**src/design/ser_pkg.sv**
```systemverilog
package ser_pkg;
  localparam int SER_W = 15;
  localparam int SER_PARTS = 5;
  localparam int SER_GROUPS = 2;
  localparam logic [14:0] SER_ALL_ONES = 15'h7FFF;
  localparam logic [14:0] SER_ZERO = 15'h0000;
  // Preset values, also used at power-up
  localparam logic [14:0] SER_RISE_PRESET = 15'h7FFF;
  localparam logic [14:0] SER_FALL_PRESET = 15'h0000;
  localparam logic [14:0] SER_ENABLE_PRESET = 15'h0000;
  // Part codes inside a group
  localparam logic [2:0] SER_PART_LIVE = 3'h0;
  localparam logic [2:0] SER_PART_MASK = 3'h1;
  localparam logic [2:0] SER_PART_FLAGS = 3'h2;
  localparam logic [2:0] SER_PART_FALL = 3'h3;
  localparam logic [2:0] SER_PART_RISE = 3'h4;
  // Register indices
  localparam logic [3:0] SER_IDX_OPER_BASE = 4'h0;
  localparam logic [3:0] SER_IDX_DOUBT_BASE = 4'h5;
  localparam logic [3:0] SER_IDX_QUEUE = 4'hA;
  localparam logic [3:0] SER_IDX_QCOUNT = 4'hB;
  // Questionable bit for adjustment failures
  localparam int SER_ADJ_FAIL_BIT = 0;
  // Error queue
  localparam int SER_CODE_W = 16;
  localparam int SER_Q_DEPTH = 8;
  localparam int SER_Q_AW = 3;
  localparam logic [3:0] SER_Q_FULL = 4'h8;
  localparam logic [15:0] SER_NO_ERROR = 16'h0000;
endpackage : ser_pkg

```
**src/design/ser_group.sv**
```systemverilog
module ser_group
  import ser_pkg::*;
(
  input wire logic sys_clk,
  input wire logic rst_n,
  input wire logic [14:0] cond_in,
  input wire logic wr_en,
  input wire logic [2:0] wr_part,
  input wire logic [14:0] wr_data,
  input wire logic preset,
  input wire logic rd_clear,
  output logic [14:0] cond_reg,
  output logic [14:0] rise_reg,
  output logic [14:0] fall_reg,
  output logic [14:0] event_reg,
  output logic [14:0] enable_reg,
  output logic summary_reg
);
  logic [14:0] sync1_reg;
  logic [14:0] sync2_reg;
  logic [14:0] sync3_reg;
  logic [14:0] cond_next;
  logic [14:0] set_bits;
  logic [14:0] event_next;
  logic [14:0] enable_next;
  logic [14:0] agree;

  always_ff @(posedge sys_clk or negedge rst_n) begin
    if (!rst_n) begin
      sync1_reg <= SER_ZERO;
      sync2_reg <= SER_ZERO;
      sync3_reg <= SER_ZERO;
    end else begin
      sync1_reg <= cond_in;
      sync2_reg <= sync1_reg;
      sync3_reg <= sync2_reg;
    end
  end

  // Live state follows a bit once two stages agree
  always_comb begin
    agree = ~(sync2_reg ^ sync3_reg);
    cond_next = (agree & sync3_reg) | (~agree & cond_reg);
    set_bits = (rise_reg & cond_next & ~cond_reg)
             | (fall_reg & ~cond_next & cond_reg);
    event_next = (event_reg & ~{SER_W{rd_clear}}) | set_bits;
    if (preset) begin
      enable_next = SER_ENABLE_PRESET;
    end else if (wr_en && wr_part == SER_PART_MASK) begin
      enable_next = wr_data;
    end else begin
      enable_next = enable_reg;
    end
  end

  always_ff @(posedge sys_clk or negedge rst_n) begin
    if (!rst_n) begin
      cond_reg <= SER_ZERO;
    end else begin
      cond_reg <= cond_next;
    end
  end

  always_ff @(posedge sys_clk or negedge rst_n) begin
    if (!rst_n) begin
      event_reg <= SER_ZERO;
    end else begin
      event_reg <= event_next;
    end
  end

  always_ff @(posedge sys_clk or negedge rst_n) begin
    if (!rst_n) begin
      rise_reg <= SER_RISE_PRESET;
      fall_reg <= SER_FALL_PRESET;
      enable_reg <= SER_ENABLE_PRESET;
    end else begin
      enable_reg <= enable_next;
      if (preset) begin
        rise_reg <= SER_RISE_PRESET;
        fall_reg <= SER_FALL_PRESET;
      end else if (wr_en) begin
        if (wr_part == SER_PART_RISE) begin
          rise_reg <= wr_data;
        end
        if (wr_part == SER_PART_FALL) begin
          fall_reg <= wr_data;
        end
      end
    end
  end

  always_ff @(posedge sys_clk or negedge rst_n) begin
    if (!rst_n) begin
      summary_reg <= 1'b0;
    end else begin
      summary_reg <= |(event_next & enable_next);
    end
  end
endmodule : ser_group

```
**src/design/ser_top.sv**
```systemverilog
//
// Overview of operation
// - All status parts are fifteen bits wide.
// - Live state mirrors hardware, reads leave it.
// - Latched flags clear when read.
// - Rise filter latches zero to one changes.
// - Fall filter latches one to zero changes.
// - Masked flag raises the group summary bit.
// - Mask selects flags reaching status byte.
// - Preset: rise all ones, fall/mask zero.
// - Instrument reset leaves status parts alone.
// - Doubtful bit zero flags adjustment failure.
// - Queue read pops oldest, empty gives zero.
// - Codes positive device, negative language errors.
module ser_top
  import ser_pkg::*;
(
  input wire logic sys_clk,
  input wire logic rst_n,
  input wire logic [14:0] oper_cond_in,
  input wire logic [14:0] doubt_cond_in,
  input wire logic reg_wr,
  input wire logic reg_rd,
  input wire logic [3:0] reg_idx,
  input wire logic [15:0] reg_wdata,
  input wire logic status_preset,
  input wire logic err_push,
  input wire logic [15:0] err_code,
  output logic [15:0] reg_rdata,
  output logic reg_rvalid,
  output logic oper_summary,
  output logic doubt_summary
);
  logic [14:0] cond_a [SER_GROUPS];
  logic [14:0] rise_a [SER_GROUPS];
  logic [14:0] fall_a [SER_GROUPS];
  logic [14:0] event_a [SER_GROUPS];
  logic [14:0] enable_a [SER_GROUPS];
  logic summ_a [SER_GROUPS];
  logic [14:0] raw_a [SER_GROUPS];
  logic [15:0] q_mem [SER_Q_DEPTH];
  logic [2:0] q_head_reg;
  logic [2:0] q_tail_reg;
  logic [3:0] q_count_reg;
  logic q_pop;
  logic q_push;
  logic [15:0] rd_mux;
  logic [15:0] rdata_reg;
  logic rvalid_reg;

  function automatic logic in_group(input logic [3:0] idx,
                                    input logic [3:0] base);
    in_group = (idx >= base) && (idx < base + 4'(SER_PARTS));
  endfunction : in_group

  function automatic logic [2:0] part_of(input logic [3:0] idx,
                                         input logic [3:0] base);
    logic [3:0] diff;
    diff = idx - base;
    part_of = diff[2:0];
  endfunction : part_of

  // Bit SER_ADJ_FAIL_BIT of the doubtful group carries adjustment failures
  assign raw_a[0] = oper_cond_in;
  assign raw_a[1] = doubt_cond_in;

  // Only writes and the preset input alter settings; no command reset reaches here
  generate
    for (genvar g = 0; g < SER_GROUPS; g++) begin : g_grp
      localparam logic [3:0] BASE = 4'(g * SER_PARTS);
      ser_group u_grp (
        .sys_clk(sys_clk),
        .rst_n(rst_n),
        .cond_in(raw_a[g]),
        .wr_en(reg_wr && in_group(reg_idx, BASE)),
        .wr_part(part_of(reg_idx, BASE)),
        .wr_data(reg_wdata[14:0]),
        .preset(status_preset),
        .rd_clear(reg_rd && in_group(reg_idx, BASE)
                  && part_of(reg_idx, BASE) == SER_PART_FLAGS),
        .cond_reg(cond_a[g]),
        .rise_reg(rise_a[g]),
        .fall_reg(fall_a[g]),
        .event_reg(event_a[g]),
        .enable_reg(enable_a[g]),
        .summary_reg(summ_a[g])
      );
    end
  endgenerate

  assign oper_summary = summ_a[0];
  assign doubt_summary = summ_a[1];

  assign q_pop = reg_rd && reg_idx == SER_IDX_QUEUE && q_count_reg != 4'h0;
  assign q_push = err_push && (q_count_reg != SER_Q_FULL || q_pop);

  always_comb begin
    rd_mux = 16'h0000;
    for (int g = 0; g < SER_GROUPS; g++) begin
      if (in_group(reg_idx, 4'(g * SER_PARTS))) begin
        case (part_of(reg_idx, 4'(g * SER_PARTS)))
          SER_PART_LIVE: rd_mux = {1'b0, cond_a[g]};
          SER_PART_MASK: rd_mux = {1'b0, enable_a[g]};
          SER_PART_FLAGS: rd_mux = {1'b0, event_a[g]};
          SER_PART_FALL: rd_mux = {1'b0, fall_a[g]};
          SER_PART_RISE: rd_mux = {1'b0, rise_a[g]};
          default: rd_mux = 16'h0000;
        endcase
      end
    end
    if (reg_idx == SER_IDX_QUEUE) begin
      rd_mux = (q_count_reg == 4'h0) ? SER_NO_ERROR : q_mem[q_head_reg];
    end else if (reg_idx == SER_IDX_QCOUNT) begin
      rd_mux = {12'h000, q_count_reg};
    end
  end

  always_ff @(posedge sys_clk or negedge rst_n) begin
    if (!rst_n) begin
      rdata_reg <= 16'h0000;
      rvalid_reg <= 1'b0;
    end else begin
      rvalid_reg <= reg_rd;
      if (reg_rd) begin
        rdata_reg <= rd_mux;
      end
    end
  end

  assign reg_rdata = rdata_reg;
  assign reg_rvalid = rvalid_reg;

  // Codes stored as signed two's complement, sign kept as given
  always_ff @(posedge sys_clk or negedge rst_n) begin
    if (!rst_n) begin
      for (int i = 0; i < SER_Q_DEPTH; i++) begin
        q_mem[i] <= 16'h0000;
      end
    end else if (q_push) begin
      q_mem[q_tail_reg] <= err_code;
    end
  end

  always_ff @(posedge sys_clk or negedge rst_n) begin
    if (!rst_n) begin
      q_head_reg <= 3'h0;
      q_tail_reg <= 3'h0;
      q_count_reg <= 4'h0;
    end else begin
      if (q_pop) begin
        q_head_reg <= q_head_reg + 3'h1;
      end
      if (q_push) begin
        q_tail_reg <= q_tail_reg + 3'h1;
      end
      case ({q_push, q_pop})
        2'b10: q_count_reg <= q_count_reg + 4'h1;
        2'b01: q_count_reg <= q_count_reg - 4'h1;
        default: q_count_reg <= q_count_reg;
      endcase
    end
  end
endmodule : ser_top

```
**config.mk**
```make
export PLATFORM = sky130hd
export DESIGN_NAME = ser_top
export DESIGN_NICKNAME = d
export VERILOG_FILES = /design/src/design/ser_pkg.sv /design/src/design/ser_group.sv /design/src/design/ser_top.sv
export SDC_FILE = /design/constraint.sdc
export NUM_CORES = 1
export LEC_CHECK = 0
export ABC_AREA = 1
export BUFFER_PORTS_ARGS = -buffer_cell sky130_fd_sc_hd__buf_4
export CORE_ASPECT_RATIO = 1.1
export CORE_MARGIN = 2
export CORE_UTILIZATION = 27
export CTS_CLUSTER_DIAMETER = 80
export DETAILED_ROUTE_END_ITERATION = 16
export PLACE_DENSITY = 0.44
export SLEW_MARGIN = 20
export SYNTH_ARGS = -nofsm -noshare
export SYNTH_HDL_FRONTEND = slang
export SYNTH_HIERARCHICAL = 1
export SYNTH_SLANG_ARGS = --single-unit
export TNS_END_PERCENT = 30
```
**constraint.sdc**
```tcl
create_clock -name sys_clk -period 2 [get_ports sys_clk]
set_input_delay 0.3 -clock sys_clk [delete_from_list [all_inputs] [get_ports sys_clk]]
set_output_delay 0.3 -clock sys_clk [all_outputs]
set_load 0.005 [all_outputs]
```
==> metrics.md <==
| Metric | Value |
|---|---|
| Tcrit/Tclk final | 0.9206 |
| Reg2Reg Setup Slack | 160 ps |
| Syn-to-layout area delta | 27.82% |
| Seq cells post-synth | 397 |
| Layout cells sized above 1 | 0.1549 |
| Diode count | 0 |
| Die Outline Area | 72380 µm² |
| Max frequency | 543.1 MHz |
| Fin. max-slew vios | 0 |
| Hold_sp | reg_wdata[7] |
| Initial DRC count | 1166 |
| Initial Util | 0.2739 |
| Post-DP Area | 22040 µm² |
| Fin area | 24240 µm² |
| Multi-input logic area | 7288 µm² |
| Vias | 16.75k |
| Worst-path clk slew | 60 ps |
| Fill cells | 7306 |
| Clock buffer count from CTS | 50 |
| First-pass DRT Iterations | 6 |
| Worst-margin pin slew | 677.7 ps |
| Register Area | 9973 µm² |
| Status | complete, no violations |
| Via-to-Cell Ratio | 4.587 |
| Antenna-violating nets left | 0 |
| Met1 Wirelength | 28650 µm |
| FF-to-FF End | q_count_reg[3] |
| Drt total wl | 64100 µm |
| Top sig layer | met4 |
| CP max-delay cell | dfrtp_1 |
| # IOs | 91 |
| Pin count of the biggest net entering global routing | 63 |
| Final worst path period need | 1841 ps |
| Final nets | 2767 |
| Met3 wire length | 3443 µm |
| Sequential cell area fraction in the yosys report | 0.5258 |
| Rel. slew slack | 0.5477 |
| Clock Sinks | 397 |
| PortBufs | 89 |
| Max reg flops | 128 |
| Max clock buf depth | 3 |
| Hold Path End | g_grp[0].u_grp/rise_reg[7] |
| Avg WL per Cell | 17.56 µm |
| Syn_nets | 2517 |
| First-pass GRT wire length | 100200 µm |
| HPWL Detailed | 44670 µm |
| TritonCTS clock tree | yes |
| Die Y | 282.0 µm |
| Setup crit start kind | register |
| All-Layer GR Usage | 0.1782 |
| Critical path arrival | 2340 ps |
| Cells after synthesis | 2434 |
| Worst skew pair latency | 590 ps |
| Worst r2r src | q_count_reg[1] |
| Core area | 69250 µm² |
| Delay of the slowest cell on the worst path | 410 ps |
| GR Overflow Total | 0 |
| Initial antenna violation count | 0 |
| Pwr dens | 1141 nW/µm² |
| Final hold vios | 0 |
| Min-Delay Path Depth | 3 |
| GPL Wtd Cong | 0.8354 |
| # DRC | 0 |
| Worst-case reg-to-reg path depth | 13 |
| Root Driver | clkbuf_16 |
| Std cell rows | 101 |
| Die X-Extent | 256.7 µm |
| Worst path cell trace | nor2_1 -> nand3_2 -> nand3_4 -> or2_4 -> inv_2 -> ha_4 -> nand2_1 -> nor2_1 -> nor2_1 -> nand2_1 -> nand3_1 -> nand2_1 -> inv_1 |
| Biggest register | q_mem |
| Total Power | 27.67 mW |
| Max IR drop VDD | 738.8 µV |
| Worst Setup End Kind | register |
| Met2 routed WL | 30650 µm |
| Max-cap viol count | 0 |
| Leak | 12.57 nW |
| Post-Syn Area | 18970 µm² |
| Mean Syn Cell Area | 7.792 µm² |
| HP Class | input pin to register |
| RSZ-0062 raised after global routing | false |
| H-tree level count | 2 |
| Crit-path max FO | 4 |
| Setup TNS | 0 ps |
| # setup viols final | 0 |
| Critical path required time | 2490 ps |
| Syn. warnings | 6 |
| Worst Path Class, Setup | register to register |
| Layout Skew | 26.17 ps |
| Vias in the first global route | 16.85k |
| Netlist cell types | 38 |
cells by family after synthesis:
| logic type | Yosys count | synth area share |
|---|---|---|
| compound gates | 181 | 0.04895 |
| xor+xnor | 5 | 0.002309 |
| fa+ha+maj | 11 | 0.007653 |
| buf+inv | 419 | 0.09441 |
| flops | 397 | 0.5258 |
| simple gates | 1421 | 0.3209 |
cell usage after synthesis, drive strengths merged:
cell	number	area share
nand2	819	0.16
dfrtp	367	0.48
nand3	348	0.093
inv	299	0.059
nor2	171	0.036
a21oi	131	0.035
nand4	62	0.021
buf	60	0.022
clkbuf	58	0.013
o21ai	46	0.012
dfstp	30	0.042
nor3	17	0.0045
ha	10	0.0066
xor2	4	0.0018
and2	3	0.00099
clkinv	2	0.00040
o211ai	2	0.00079
o22ai	2	0.00066
fa	1	0.0011
or2	1	0.00033
xnor2	1	0.00046
worst max-delay path by stage:
stage	from	endpoint	slack, ps	cells after the start
floorplan	reg_idx[0]	g_grp[1].u_grp/summary_reg	-100	17
global placement	reg_idx[1]	g_grp[0].u_grp/summary_reg	-300	18
detailed placement	reg_idx[1]	g_grp[0].u_grp/summary_reg	-360	16
CTS	q_count_reg[3]	q_count_reg[3]	140	14
global route	q_count_reg[1]	q_count_reg[3]	4	13
finish	q_count_reg[1]	q_count_reg[3]	160	13
layer usage:
layer | global-route usage | vias up
li1 | - | 8173
met3 | 0.02733 | 77
met5 | 0 | -
met2 | 0.3031 | 414
met4 | 0.04711 | 0
met1 | 0.2362 | 8084
final cells by class:
cell class / instances / area share
sequential: 397 / 0.4114
multi-input combinational: 1618 / 0.3006
timing repair buffer: 316 / 0.1221
clock buffer: 74 / 0.05868
tap: 927 / 0.04785
inverter: 301 / 0.04692
clock inverter: 18 / 0.01239
stage by stage:
| step | util | setup slack (ps) | std cells | hold slack (ps) |
|---|---|---|---|---|
| after floorplan | - | -102.3 | 2434 | 4.409 |
| after global routing | 0.3501 | 4.396 | 3651 | 17.29 |
| after detailed placement | 0.3182 | -355.3 | 3511 | 235.6 |
| after CTS | 0.3499 | 142.2 | 3650 | 0.6447 |
| after global placement | 0.3182 | -303.3 | 3511 | 236.2 |
| final | 0.3501 | 158.7 | 3651 | 20.96 |
repair_timing:
action | 4_1_cts | 5_1_grt
endpoints found under the setup margin | 0 | 1
hold endpoints to repair | 186 | 0
resized for setup | 0 | 1
buffers inserted | 0 | 1
hold buffers | 47 | 0
power by group:
group	switching (mW)	internal, mW	total, mW
combinational	4.78	2.74	7.53
sequential	0.976	9.62	10.6
clock	3.61	5.94	9.55
total	9.37	18.3	27.7
cells in the final DEF (no fill, tap or decap), types with 2 or more instances in the layout:
| master | synthesis | layout |
|---|---|---|
| nand3_1 | 344 | 343 |
| clkinv_1 | 2 | 3 |
| o22ai_1 | 2 | 2 |
| a21oi_2 | 4 | 4 |
| inv_1 | 294 | 289 |
| dfstp_2 | 30 | 30 |
| ha_1 | 10 | 6 |
| nor2_4 | 2 | 3 |
| clkinv_2 | 0 | 8 |
| buf_4 | 11 | 231 |
| o21ai_0 | 45 | 44 |
| nand2_4 | 5 | 7 |
| clkbuf_16 | 0 | 51 |
| and2_1 | 3 | 3 |
| bufinv_16 | 0 | 8 |
| clkbuf_8 | 1 | 6 |
| buf_12 | 0 | 37 |
| o21ai_1 | 1 | 2 |
| clkinvlp_4 | 0 | 2 |
| o211ai_1 | 2 | 2 |
| nand3_2 | 3 | 4 |
| nor2_2 | 6 | 6 |
| nand2_1 | 809 | 807 |
| inv_2 | 5 | 6 |
| dlygate4sd3_1 | 0 | 47 |
| nor3_1 | 17 | 16 |
| ha_4 | 0 | 4 |
| a21oi_1 | 127 | 127 |
| clkbuf_1 | 44 | 17 |
| nand4_1 | 61 | 61 |
| nor2_1 | 162 | 161 |
| dfrtp_1 | 367 | 366 |
| nand2_2 | 5 | 5 |
| xor2_1 | 4 | 4 |
critical path: cells and delay by family, from the launching register on:
kind | cells | cell delay [ps]
AND/OR/NAND/NOR | 10 | 980
flip-flops | 1 | 410
adder cells (fa/ha/maj) | 1 | 260
buffers and inverters | 2 | 90
Note: power is estimated with default switching activity, not from simulation.
